==> src/hdl/dstpf_pkg.sv <==
// dstpf_pkg: constants and types shared by the transport packet framer
package dstpf_pkg;
  // packet geometry
  localparam logic [7:0] PKT_LEN = 8'hbc;     // 188 bytes per packet
  localparam logic [7:0] POS_LAST = 8'hbb;    // last byte position
  localparam logic [7:0] HDR_LEN = 8'h04;     // header bytes
  localparam logic [7:0] PTR_POS = 8'h04;     // pointer byte position
  localparam logic [7:0] CC_POS = 8'h03;      // header byte holding the cc
  localparam logic [7:0] POS_ZERO = 8'h00;    // first byte position
  // header field values
  localparam logic [7:0] SYNC_VAL = 8'h47;    // packet sync byte
  localparam logic TEI_CLEAR = 1'b0;          // error bit as sent
  localparam logic PRIO_CLEAR = 1'b0;         // reserved priority bit
  localparam logic [1:0] SCR_CLEAR = 2'b00;   // reserved scrambling bits
  localparam logic [1:0] AFC_PAYLOAD = 2'b01; // payload only
  localparam logic [12:0] MAC_PID = 13'h1ffe; // mac stream identifier
  localparam logic [12:0] NULL_PID = 13'h1fff; // null packet identifier
  localparam logic [3:0] CC_NULL = 4'h0;      // cc carried on null packets
  localparam logic [3:0] CC_STEP = 4'h1;      // cc advance per packet
  localparam logic [7:0] STUFF_VAL = 8'hff;   // stuffing byte
  localparam logic [7:0] PTR_ZERO = 8'h00;    // pointer value sent
  // fifo entry layout: {sof, eof, data}
  localparam int FIFO_W = 10;
  localparam int FIFO_DEPTH_DEF = 8;
  localparam int SOF_BIT = 9;
  localparam int EOF_BIT = 8;
  // apb register map
  localparam int APB_AW = 8;
  localparam logic [7:0] REG_CTRL = 8'h00;    // bit0 enable
  localparam logic [7:0] REG_STATUS = 8'h04;  // block state
  localparam logic [7:0] REG_MACCNT = 8'h08;  // mac packets sent
  localparam logic [7:0] REG_NULLCNT = 8'h0c; // null packets sent
  localparam int CTRL_EN_BIT = 0;
  localparam logic CTRL_EN_RST = 1'b0;
  localparam logic [31:0] WORD_ZERO = 32'h0000_0000;
  localparam logic [31:0] CNT_STEP = 32'h0000_0001;
  // kind of the packet under way
  typedef enum logic [1:0] {
    K_NULL = 2'b00,   // null packet, all stuffing
    K_CONT = 2'b01,   // mac packet continuing a frame, no pointer
    K_START = 2'b10   // mac packet with pointer byte
  } dstpf_kind_type;
endpackage : dstpf_pkg

==> src/hdl/dstpf_strm_if.sv <==
// dstpf_strm_if: valid/ready word stream between framer parts
`timescale 1ns/100ps
interface dstpf_strm_if #(parameter int W = 10);
  logic [W-1:0] data; // word
  logic valid;        // word offered
  logic ready;        // word taken when valid is also high
  modport src (output data, output valid, input ready);
  modport snk (input data, input valid, output ready);
endinterface : dstpf_strm_if

==> src/hdl/dstpf_fifo.sv <==
// dstpf_fifo: flip-flop fifo with registered full flag
`timescale 1ns/100ps
module dstpf_fifo #(
  parameter int W = 10,
  parameter int DEPTH = 8
) (
  // clock, reset, enable
  input wire logic pclk,
  input wire logic presetn,
  input wire logic ce,
  // filling and draining sides
  dstpf_strm_if.snk wr,
  dstpf_strm_if.src rd
);
  localparam int AW = $clog2(DEPTH);
  localparam int CW = $clog2(DEPTH + 1);
  localparam logic [CW-1:0] CNT_FULL = CW'(DEPTH);
  localparam logic [CW-1:0] CNT_ONE = CW'(1);

  logic [W-1:0] mem_q [DEPTH]; // storage
  logic [AW-1:0] wptr_q;       // write index
  logic [AW-1:0] rptr_q;       // read index
  logic [CW-1:0] cnt_q;        // fill level
  logic [CW-1:0] cnt_d;
  logic wr_rdy_q;              // registered not-full
  logic push;
  logic pop;

  // pointer step with wrap, depth need not be a power of two
  function automatic logic [AW-1:0] bump(input logic [AW-1:0] p);
    bump = (p == AW'(DEPTH - 1)) ? '0 : AW'(p + AW'(1));
  endfunction : bump

  assign push = ce && wr.valid && wr_rdy_q;
  assign pop = ce && rd.valid && rd.ready;
  assign wr.ready = wr_rdy_q;
  assign rd.valid = (cnt_q != '0);
  assign rd.data = mem_q[rptr_q];

  // next fill level
  always_comb begin
    cnt_d = cnt_q;
    if (push && !pop) begin
      cnt_d = CW'(cnt_q + CNT_ONE);
    end else if (pop && !push) begin
      cnt_d = CW'(cnt_q - CNT_ONE);
    end
  end

  // pointers, level and ready flag
  always_ff @(posedge pclk or negedge presetn) begin
    if (!presetn) begin
      wptr_q <= '0;
      rptr_q <= '0;
      cnt_q <= '0;
      wr_rdy_q <= 1'b0;
    end else if (ce) begin
      if (push) wptr_q <= bump(wptr_q);
      if (pop) rptr_q <= bump(rptr_q);
      cnt_q <= cnt_d;
      wr_rdy_q <= (cnt_d != CNT_FULL);
    end
  end

  // storage has no reset, the level guards stale words
  always_ff @(posedge pclk) begin
    if (push) begin
      mem_q[wptr_q] <= wr.data;
    end
  end
endmodule : dstpf_fifo

==> src/hdl/dstpf_hdr.sv <==
// dstpf_hdr: builds one of the four header bytes
`timescale 1ns/100ps
module dstpf_hdr import dstpf_pkg::*; (
  // header byte index and field values
  input wire logic [1:0] idx,
  input wire logic pusi,
  input wire logic [12:0] pid,
  input wire logic [3:0] cc,
  // byte for that index
  output logic [7:0] hdr_byte
);
  // fields in order, most significant bit first
  always_comb begin
    case (idx)
      2'h0: hdr_byte = SYNC_VAL;
      2'h1: hdr_byte = {TEI_CLEAR, pusi, PRIO_CLEAR, pid[12:8]};
      2'h2: hdr_byte = pid[7:0];
      default: hdr_byte = {SCR_CLEAR, AFC_PAYLOAD, cc};
    endcase
  end
endmodule : dstpf_hdr

==> src/hdl/dstpf_top.sv <==
// dstpf_top: downstream transport packet framer with apb control
// Behaviour
// - continuous back-to-back 188-byte packets, no gaps
// - 4-byte header, then 184 payload bytes
// - header pid marks mac or null packet
// - header, optional pointer, 183 or 184 payload
// - first byte always sync value 0x47
// - transport error bit sent as zero
// - start indicator set exactly when pointer present
// - priority bit always zero on mac packets
// - mac packets carry pid 0x1ffe
// - scrambling bits always 00 on mac
// - adaptation control 01, never adaptation field
// - 4-bit continuity counter kept for mac pid
// - pointer counts bytes to skip before frame
// - unused payload bytes filled with 0xff
//
// Decided for this implementation: the APB interface to the registers and the placing of the registers.
`timescale 1ns/100ps
module dstpf_top import dstpf_pkg::*; #(
  parameter int FIFO_DEPTH = FIFO_DEPTH_DEF
) (
  // clock, reset, enable
  input wire logic pclk,
  input wire logic presetn,
  input wire logic ce,
  // apb slave
  input wire logic psel,
  input wire logic penable,
  input wire logic pwrite,
  input wire logic [APB_AW-1:0] paddr,
  input wire logic [31:0] pwdata,
  output logic [31:0] prdata,
  output logic pready,
  output logic pslverr,
  // mac frame bytes in
  input wire logic [7:0] mac_data,
  input wire logic mac_sof,
  input wire logic mac_eof,
  input wire logic mac_valid,
  output logic mac_ready,
  // transport packet bytes out
  output logic [7:0] ts_data,
  output logic ts_sop,
  output logic ts_valid,
  input wire logic ts_ready
);
  ////////////////////////////////////////////////////////////////////////////
  // declarations
  dstpf_strm_if #(.W(FIFO_W)) wr_if (); // mac side of fifo
  dstpf_strm_if #(.W(FIFO_W)) rd_if (); // framer side of fifo
  logic [7:0] pos_q;           // byte position inside packet
  dstpf_kind_type kind_q;      // kind latched at byte 0
  dstpf_kind_type kind_now;    // kind chosen for a new packet
  dstpf_kind_type kind_cur;    // kind of the byte being built
  logic [3:0] cc_q;            // mac continuity counter
  logic in_frame_q;            // a mac frame is open
  logic en_q;                  // software enable
  logic [7:0] ts_data_q;
  logic ts_sop_q;
  logic ts_valid_q;
  logic [31:0] mac_cnt_q;      // mac packets started
  logic [31:0] null_cnt_q;     // null packets started
  logic [31:0] prdata_q;
  logic pready_q;
  logic pslverr_q;
  logic [31:0] rd_word;        // read mux
  logic rd_hit;                // address mapped
  logic active;                // packet under way or enabled
  logic adv;                   // one output byte produced
  logic head_sof;
  logic head_eof;
  logic [7:0] head_byte;
  logic pusi;
  logic [12:0] hdr_pid;
  logic [3:0] hdr_cc;
  logic [7:0] hdr_byte;
  logic [7:0] byte_d;
  logic pay_pop;               // payload takes the fifo head
  logic orphan;                // head byte outside any frame
  logic pop;
  logic apb_wr;

  // true for both mac packet kinds
  function automatic logic is_mac(input dstpf_kind_type k);
    is_mac = (k == K_START) || (k == K_CONT);
  endfunction : is_mac

  ////////////////////////////////////////////////////////////////////////////
  // input fifo
  assign wr_if.data = {mac_sof, mac_eof, mac_data};
  assign wr_if.valid = mac_valid;
  assign mac_ready = wr_if.ready; // registered inside the fifo
  assign head_sof = rd_if.data[SOF_BIT];
  assign head_eof = rd_if.data[EOF_BIT];
  assign head_byte = rd_if.data[7:0];
  assign rd_if.ready = pop;

  dstpf_fifo #(.W(FIFO_W), .DEPTH(FIFO_DEPTH)) u_fifo (
    .pclk(pclk),
    .presetn(presetn),
    .ce(ce),
    .wr(wr_if),
    .rd(rd_if)
  );

  ////////////////////////////////////////////////////////////////////////////
  // byte scheduling
  // disabling waits for the packet boundary so no partial packet leaves
  assign active = en_q || (pos_q != POS_ZERO);
  assign adv = ce && active && (!ts_valid_q || ts_ready);
  // frame head waiting: pointer packet; open frame: continuation; else null
  assign kind_now = (rd_if.valid && head_sof) ? K_START :
                    in_frame_q ? K_CONT : K_NULL;
  assign kind_cur = (pos_q == POS_ZERO) ? kind_now : kind_q;
  assign pusi = (kind_cur == K_START);
  assign hdr_pid = is_mac(kind_cur) ? MAC_PID : NULL_PID;
  assign hdr_cc = is_mac(kind_cur) ? cc_q : CC_NULL;
  // bytes outside a frame are dropped, they cannot be framed
  assign orphan = ce && rd_if.valid && !in_frame_q && !head_sof;
  assign pop = (adv && pay_pop) || orphan;

  dstpf_hdr u_hdr (
    .idx(pos_q[1:0]),
    .pusi(pusi),
    .pid(hdr_pid),
    .cc(hdr_cc),
    .hdr_byte(hdr_byte)
  );

  // byte selection for the current position
  always_comb begin
    byte_d = STUFF_VAL;
    pay_pop = 1'b0;
    if (pos_q < HDR_LEN) begin
      byte_d = hdr_byte;
    end else if (pos_q == PTR_POS && pusi) begin
      byte_d = PTR_ZERO;
    end else if (is_mac(kind_cur) && rd_if.valid &&
                 (in_frame_q || (head_sof && pusi))) begin
      // new frames only after a pointer, so continuations stay parseable
      byte_d = head_byte;
      pay_pop = 1'b1;
    end else begin
      // an empty fifo inside an open frame also stuffs; the source
      // must keep up once a frame is started
      byte_d = STUFF_VAL;
    end
  end

  ////////////////////////////////////////////////////////////////////////////
  // position and kind
  always_ff @(posedge pclk or negedge presetn) begin
    if (!presetn) begin
      pos_q <= POS_ZERO;
      kind_q <= K_NULL;
    end else if (adv) begin
      pos_q <= (pos_q == POS_LAST) ? POS_ZERO : 8'(pos_q + 8'h01);
      if (pos_q == POS_ZERO) kind_q <= kind_now;
    end
  end

  // continuity counter advances after each mac header is sent
  always_ff @(posedge pclk or negedge presetn) begin
    if (!presetn) begin
      cc_q <= CC_NULL;
    end else if (adv && pos_q == CC_POS && is_mac(kind_q)) begin
      cc_q <= 4'(cc_q + CC_STEP);
    end
  end

  // open-frame tracking from popped flags
  always_ff @(posedge pclk or negedge presetn) begin
    if (!presetn) begin
      in_frame_q <= 1'b0;
    end else if (adv && pay_pop) begin
      if (head_eof) in_frame_q <= 1'b0;
      else if (head_sof) in_frame_q <= 1'b1;
    end
  end

  // packet counters
  always_ff @(posedge pclk or negedge presetn) begin
    if (!presetn) begin
      mac_cnt_q <= WORD_ZERO;
      null_cnt_q <= WORD_ZERO;
    end else if (adv && pos_q == POS_ZERO) begin
      if (is_mac(kind_now)) mac_cnt_q <= mac_cnt_q + CNT_STEP;
      else null_cnt_q <= null_cnt_q + CNT_STEP;
    end
  end

  // output byte register, held while the modulator stalls
  always_ff @(posedge pclk or negedge presetn) begin
    if (!presetn) begin
      ts_data_q <= STUFF_VAL;
      ts_sop_q <= 1'b0;
      ts_valid_q <= 1'b0;
    end else if (adv) begin
      ts_data_q <= byte_d;
      ts_sop_q <= (pos_q == POS_ZERO);
      ts_valid_q <= 1'b1;
    end else if (ce && ts_ready) begin
      ts_valid_q <= 1'b0;
    end
  end

  assign ts_data = ts_data_q;
  assign ts_sop = ts_sop_q;
  assign ts_valid = ts_valid_q;

  ////////////////////////////////////////////////////////////////////////////
  // apb slave, one wait-free access phase
  assign apb_wr = psel && penable && pready_q && pwrite;

  // read mux and decode
  always_comb begin
    rd_word = WORD_ZERO;
    rd_hit = 1'b1;
    if (paddr == REG_CTRL) begin
      rd_word[CTRL_EN_BIT] = en_q;
    end else if (paddr == REG_STATUS) begin
      rd_word = {24'h00_0000, cc_q, 1'b0, rd_if.valid, in_frame_q,
                 active};
    end else if (paddr == REG_MACCNT) begin
      rd_word = mac_cnt_q;
    end else if (paddr == REG_NULLCNT) begin
      rd_word = null_cnt_q;
    end else begin
      rd_hit = 1'b0;
    end
  end

  // answer is set up in the setup cycle and shown in the access cycle
  always_ff @(posedge pclk or negedge presetn) begin
    if (!presetn) begin
      pready_q <= 1'b0;
      prdata_q <= WORD_ZERO;
      pslverr_q <= 1'b0;
    end else if (ce) begin
      pready_q <= psel && !penable && !pready_q;
      if (psel && !penable) begin
        prdata_q <= pwrite ? WORD_ZERO : rd_word;
        pslverr_q <= !rd_hit;
      end
    end
  end

  // control register
  always_ff @(posedge pclk or negedge presetn) begin
    if (!presetn) begin
      en_q <= CTRL_EN_RST;
    end else if (ce && apb_wr && paddr == REG_CTRL) begin
      en_q <= pwdata[CTRL_EN_BIT];
    end
  end

  assign prdata = prdata_q;
  assign pready = pready_q;
  assign pslverr = pslverr_q;

  logic [7:0] acc_cnt_q; // bytes accepted since the last packet start
  logic seen_q;          // a packet start has been accepted
  always_ff @(posedge pclk or negedge presetn) begin
    if (!presetn) begin
      acc_cnt_q <= POS_ZERO;
      seen_q <= 1'b0;
    end else if (ce && ts_valid_q && ts_ready) begin
      acc_cnt_q <= ts_sop_q ? 8'h01 : 8'(acc_cnt_q + 8'h01);
      if (ts_sop_q) seen_q <= 1'b1;
    end
  end
endmodule : dstpf_top

==> config.mk <==
export PLATFORM = sky130hd
export DESIGN_NAME = dstpf_top
export DESIGN_NICKNAME = d
export VERILOG_FILES = /design/src/hdl/dstpf_pkg.sv /design/src/hdl/dstpf_strm_if.sv /design/src/hdl/dstpf_fifo.sv /design/src/hdl/dstpf_hdr.sv /design/src/hdl/dstpf_top.sv
export SDC_FILE = /design/constraint.sdc
export NUM_CORES = 1
export LEC_CHECK = 0
export BUFFER_PORTS_ARGS = -buffer_cell sky130_fd_sc_hd__buf_2
export CAP_MARGIN = 20
export CORE_MARGIN = 4
export CORE_UTILIZATION = 54
export CTS_CLUSTER_SIZE = 20
export DETAILED_ROUTE_END_ITERATION = 10
export PLACE_DENSITY_LB_ADDON = 0.3
export SETUP_SLACK_MARGIN = 0.4
export SLEW_MARGIN = 20
export SYNTH_ARGS = -nofsm -noshare
export SYNTH_HDL_FRONTEND = slang
export SYNTH_HIERARCHICAL = 1
export SYNTH_SLANG_ARGS = --single-unit
==> constraint.sdc <==
create_clock -name pclk -period 5.67 [get_ports pclk]
set_clock_uncertainty 0.05 [all_clocks]
set_input_delay 0.567 -clock pclk [delete_from_list [all_inputs] [get_ports pclk]]
set_output_delay 0.567 -clock pclk [all_outputs]
set_load 0.1 [all_outputs]
==> out/metrics.yaml <==
drcViolationCount: 0
row_count: 49
clk_pin_slew_ns: 0.06
synth-seq-cells: 215
clkLatencyLatePin_ns: 0.50
critPathKind: "reg -> reg"
viasPerCell: 5.76
fin_tns_setup_ns: 0
cts_hold_buf: 0
initial_core_util_pct: 55.1
drive_gt1_share_pct: 20.6
required_ns: 5.98
die_y_um: 144
syn_avg_cell_area_um2: 12.4
drtAntennaViolNets: 0
grt_pass1_wl_um: 34000
setup_viol_count_final: 0
slew_headroom_pct: 31.2
htreeDepth: 1
syn_area_um2: 9970
hp-class: "in -> async"
synth_mux_area_share_pct: 10.2
synthXorXnorAreaFrac_pct: 6.33
p_leak_nw: 4.70
ff2ff_setup_slack_ns: 0.96
synth_area_leaders: "dfrtp_1 32%, edfxtp_1 24%, xnor2_1 4.7%"
placed_cell_area_um2: 10600
p_per_area_nw_per_um2: 414
ff_latch_area_um2: 5790
wirelength_um: 20700
cp_max_fo: 11
rsz0062_at_grt: "false"
yosysMostFrequentCell: "dfrtp_1"
fmax_ghz: 0.212
yosys_warnings: 6
die_w_um: 144
outcome: "finished clean"
cts_tree: "built"
dp_hpwl_um: 13700
vias: 6507
synth_top_flop_cell: "dfrtp_1"
cts_root_buf: "clkbuf_16"
first_global_vias: 6379
post_cts_buffers: 0
slew_viol_final: 0
ios: 103
synth_edf_count: 80
ys_top_cells_by_count: "127 x dfrtp_1, 80 x edfxtp_1, 74 x nand2_1, 58 x o21ai_0, 54 x xnor2_1"
area_growth_pct: 13.5
worst_setup_path_start_kind: "flop"
period_needed_ns: 4.71
n_antenna_cell: 0
synthArstFlopShare_pct: 62.8
ys_types: 61
core_region_area_um2: 18100
crit_path_end_kind: "flop"
grt_usage_pct: 20.6
critPathArrivalTime_ns: 5.02
synthCells: 805
worst_pin_slew_ns: 1.03
place_congestion: 0.831
synth_fa_ha_area_share_pct: 1.51
clock-sinks: 215
num-nets-final: 957
cts-resized-gates: 0
grt_max_degree: 78
hold_viol: 0
synth_top_family_by_area: "simple AND/OR/NAND/NOR gates"
synth_top_area_share_pct: 31.9
ir_drop_mv: 0.325
synth-simple-area-share_pct: 15.3
antenna_found_initial: 1
yosys.area.top_type: "dfrtp_1"
die_area_um2: 20700
period_share_pct: 83.0
p_total_w: 0.00468
yosysSeqAreaShare_pct: 58.1
drt_iter0_markers: 377
grt_overflow: 0
cap_violations: 0
finalInstanceArea_um2: 11300
wire_per_inst_um: 18.3
fillers: 1363
multiInputGateArea_um2: 3990
synth_compound_area_share_pct: 6.11
numCtsBuffers: 23
portBuffers: 71
clockBufferDepth: 3
firstDrtPassIters: 4
==> through the flow <==
stage,util (%),hold slack [ns],setup WS (ns),instances
2_1_floorplan,-,0.221,1.31,816
3_3_place_gp,58.4,0.405,1.04,1091
3_5_place_dp,58.4,0.414,0.967,1091
5_1_grt,62.5,0.101,0.489,1130
4_1_cts,62.5,0.0742,0.934,1130
6_report,62.5,0.0482,0.961,1130
==> cell type report <==
cell class                      instances  share of cell area (%)
Sequential cell                       215                    51.2
Multi-Input combinational cell        552                    35.3
Clock buffer                           30                    5.50
Timing Repair Buffer                   83                    3.99
Tap cell                              229                    2.53
Clock inverter                          9                    1.13
Inverter                               12                   0.398
==> critical path: stages, from the launching register on <==
cell	delay (ns)
dfrtp_1	0.77
mux4_2	0.58
mux2_2	0.34
nand2_1	0.15
and2_1	0.16
mux2i_1	0.07
ha_1	0.39
or3b_2	0.59
a211oi_1	0.37
or2_2	0.23
and3_4	0.26
mux2i_1	0.23
xor2_1	0.10
nor3_1	0.18
a31oi_1	0.11
==> registers in the layout (all words and copies together), names as in the netlist, 2 cells and up <==
signal         cells
kind_q             2
null_cnt_q        32
u_fifo/cnt_q       4
u_fifo/mem_q      80
mac_cnt_q         32
ts_data            8
cc_q               4
u_fifo/wptr_q      3
pos_q              8
u_fifo/rptr_q      3
prdata            32
==> placed cells by master, fill, tap and decap left out, types with 22 or more instances in the layout <==
cell type  synthesis  layout
nand3_1           35      35
nand4_1           32      32
a21oi_1           22      22
edfxtp_1          80      80
nor3_1            24      24
buf_2              4      70
mux2i_1           33      33
o21ai_0           58      58
nor2_1            36      33
nand2_1           74      74
xnor2_1           54      54
dfrtp_1          127     127
clkbuf_16          0      23
==> where the power goes <==
part	leakage [nW]	internal (W)	switching, W
registers	2.52	0.00178	0.000196
logic	1.81	0.000480	0.000738
clock network	0.366	0.000907	0.000585
==> path summary, 6_finish.rpt <==
path / start / to / cells past startpoint
min reg2reg: prdata[20] / prdata[20] / 2
max: u_fifo/rptr_q[0] / u_fifo/wr.ready / 14
max in group asynchronous: presetn / mac_cnt_q[30] / 2
max reg2reg: u_fifo/rptr_q[0] / u_fifo/wr.ready / 14
min in group pclk: pwdata[0] / en_q / 2
min: presetn / cc_q[1] / 1
==> logic make-up after synthesis <==
logic type      Yosys count
compound gates          106
flops                   215
other cells               1
xor+xnor                 72
fa+ha+maj                12
mux                      74
simple gates            276
buf+inv                  49
==> per-layer routing <==
metal / vias up / part of all wire, % / global-route usage, %
li1: 3114 / - / -
met1: 3210 / 47 / 30.3
met2: 142 / 46 / 32.3
met3: 39 / 4.6 / 3.56
met4: 2 / 1.9 / 5.00
met5: - / 0.063 / 0
Note: power is estimated with default switching activity, not from simulation.
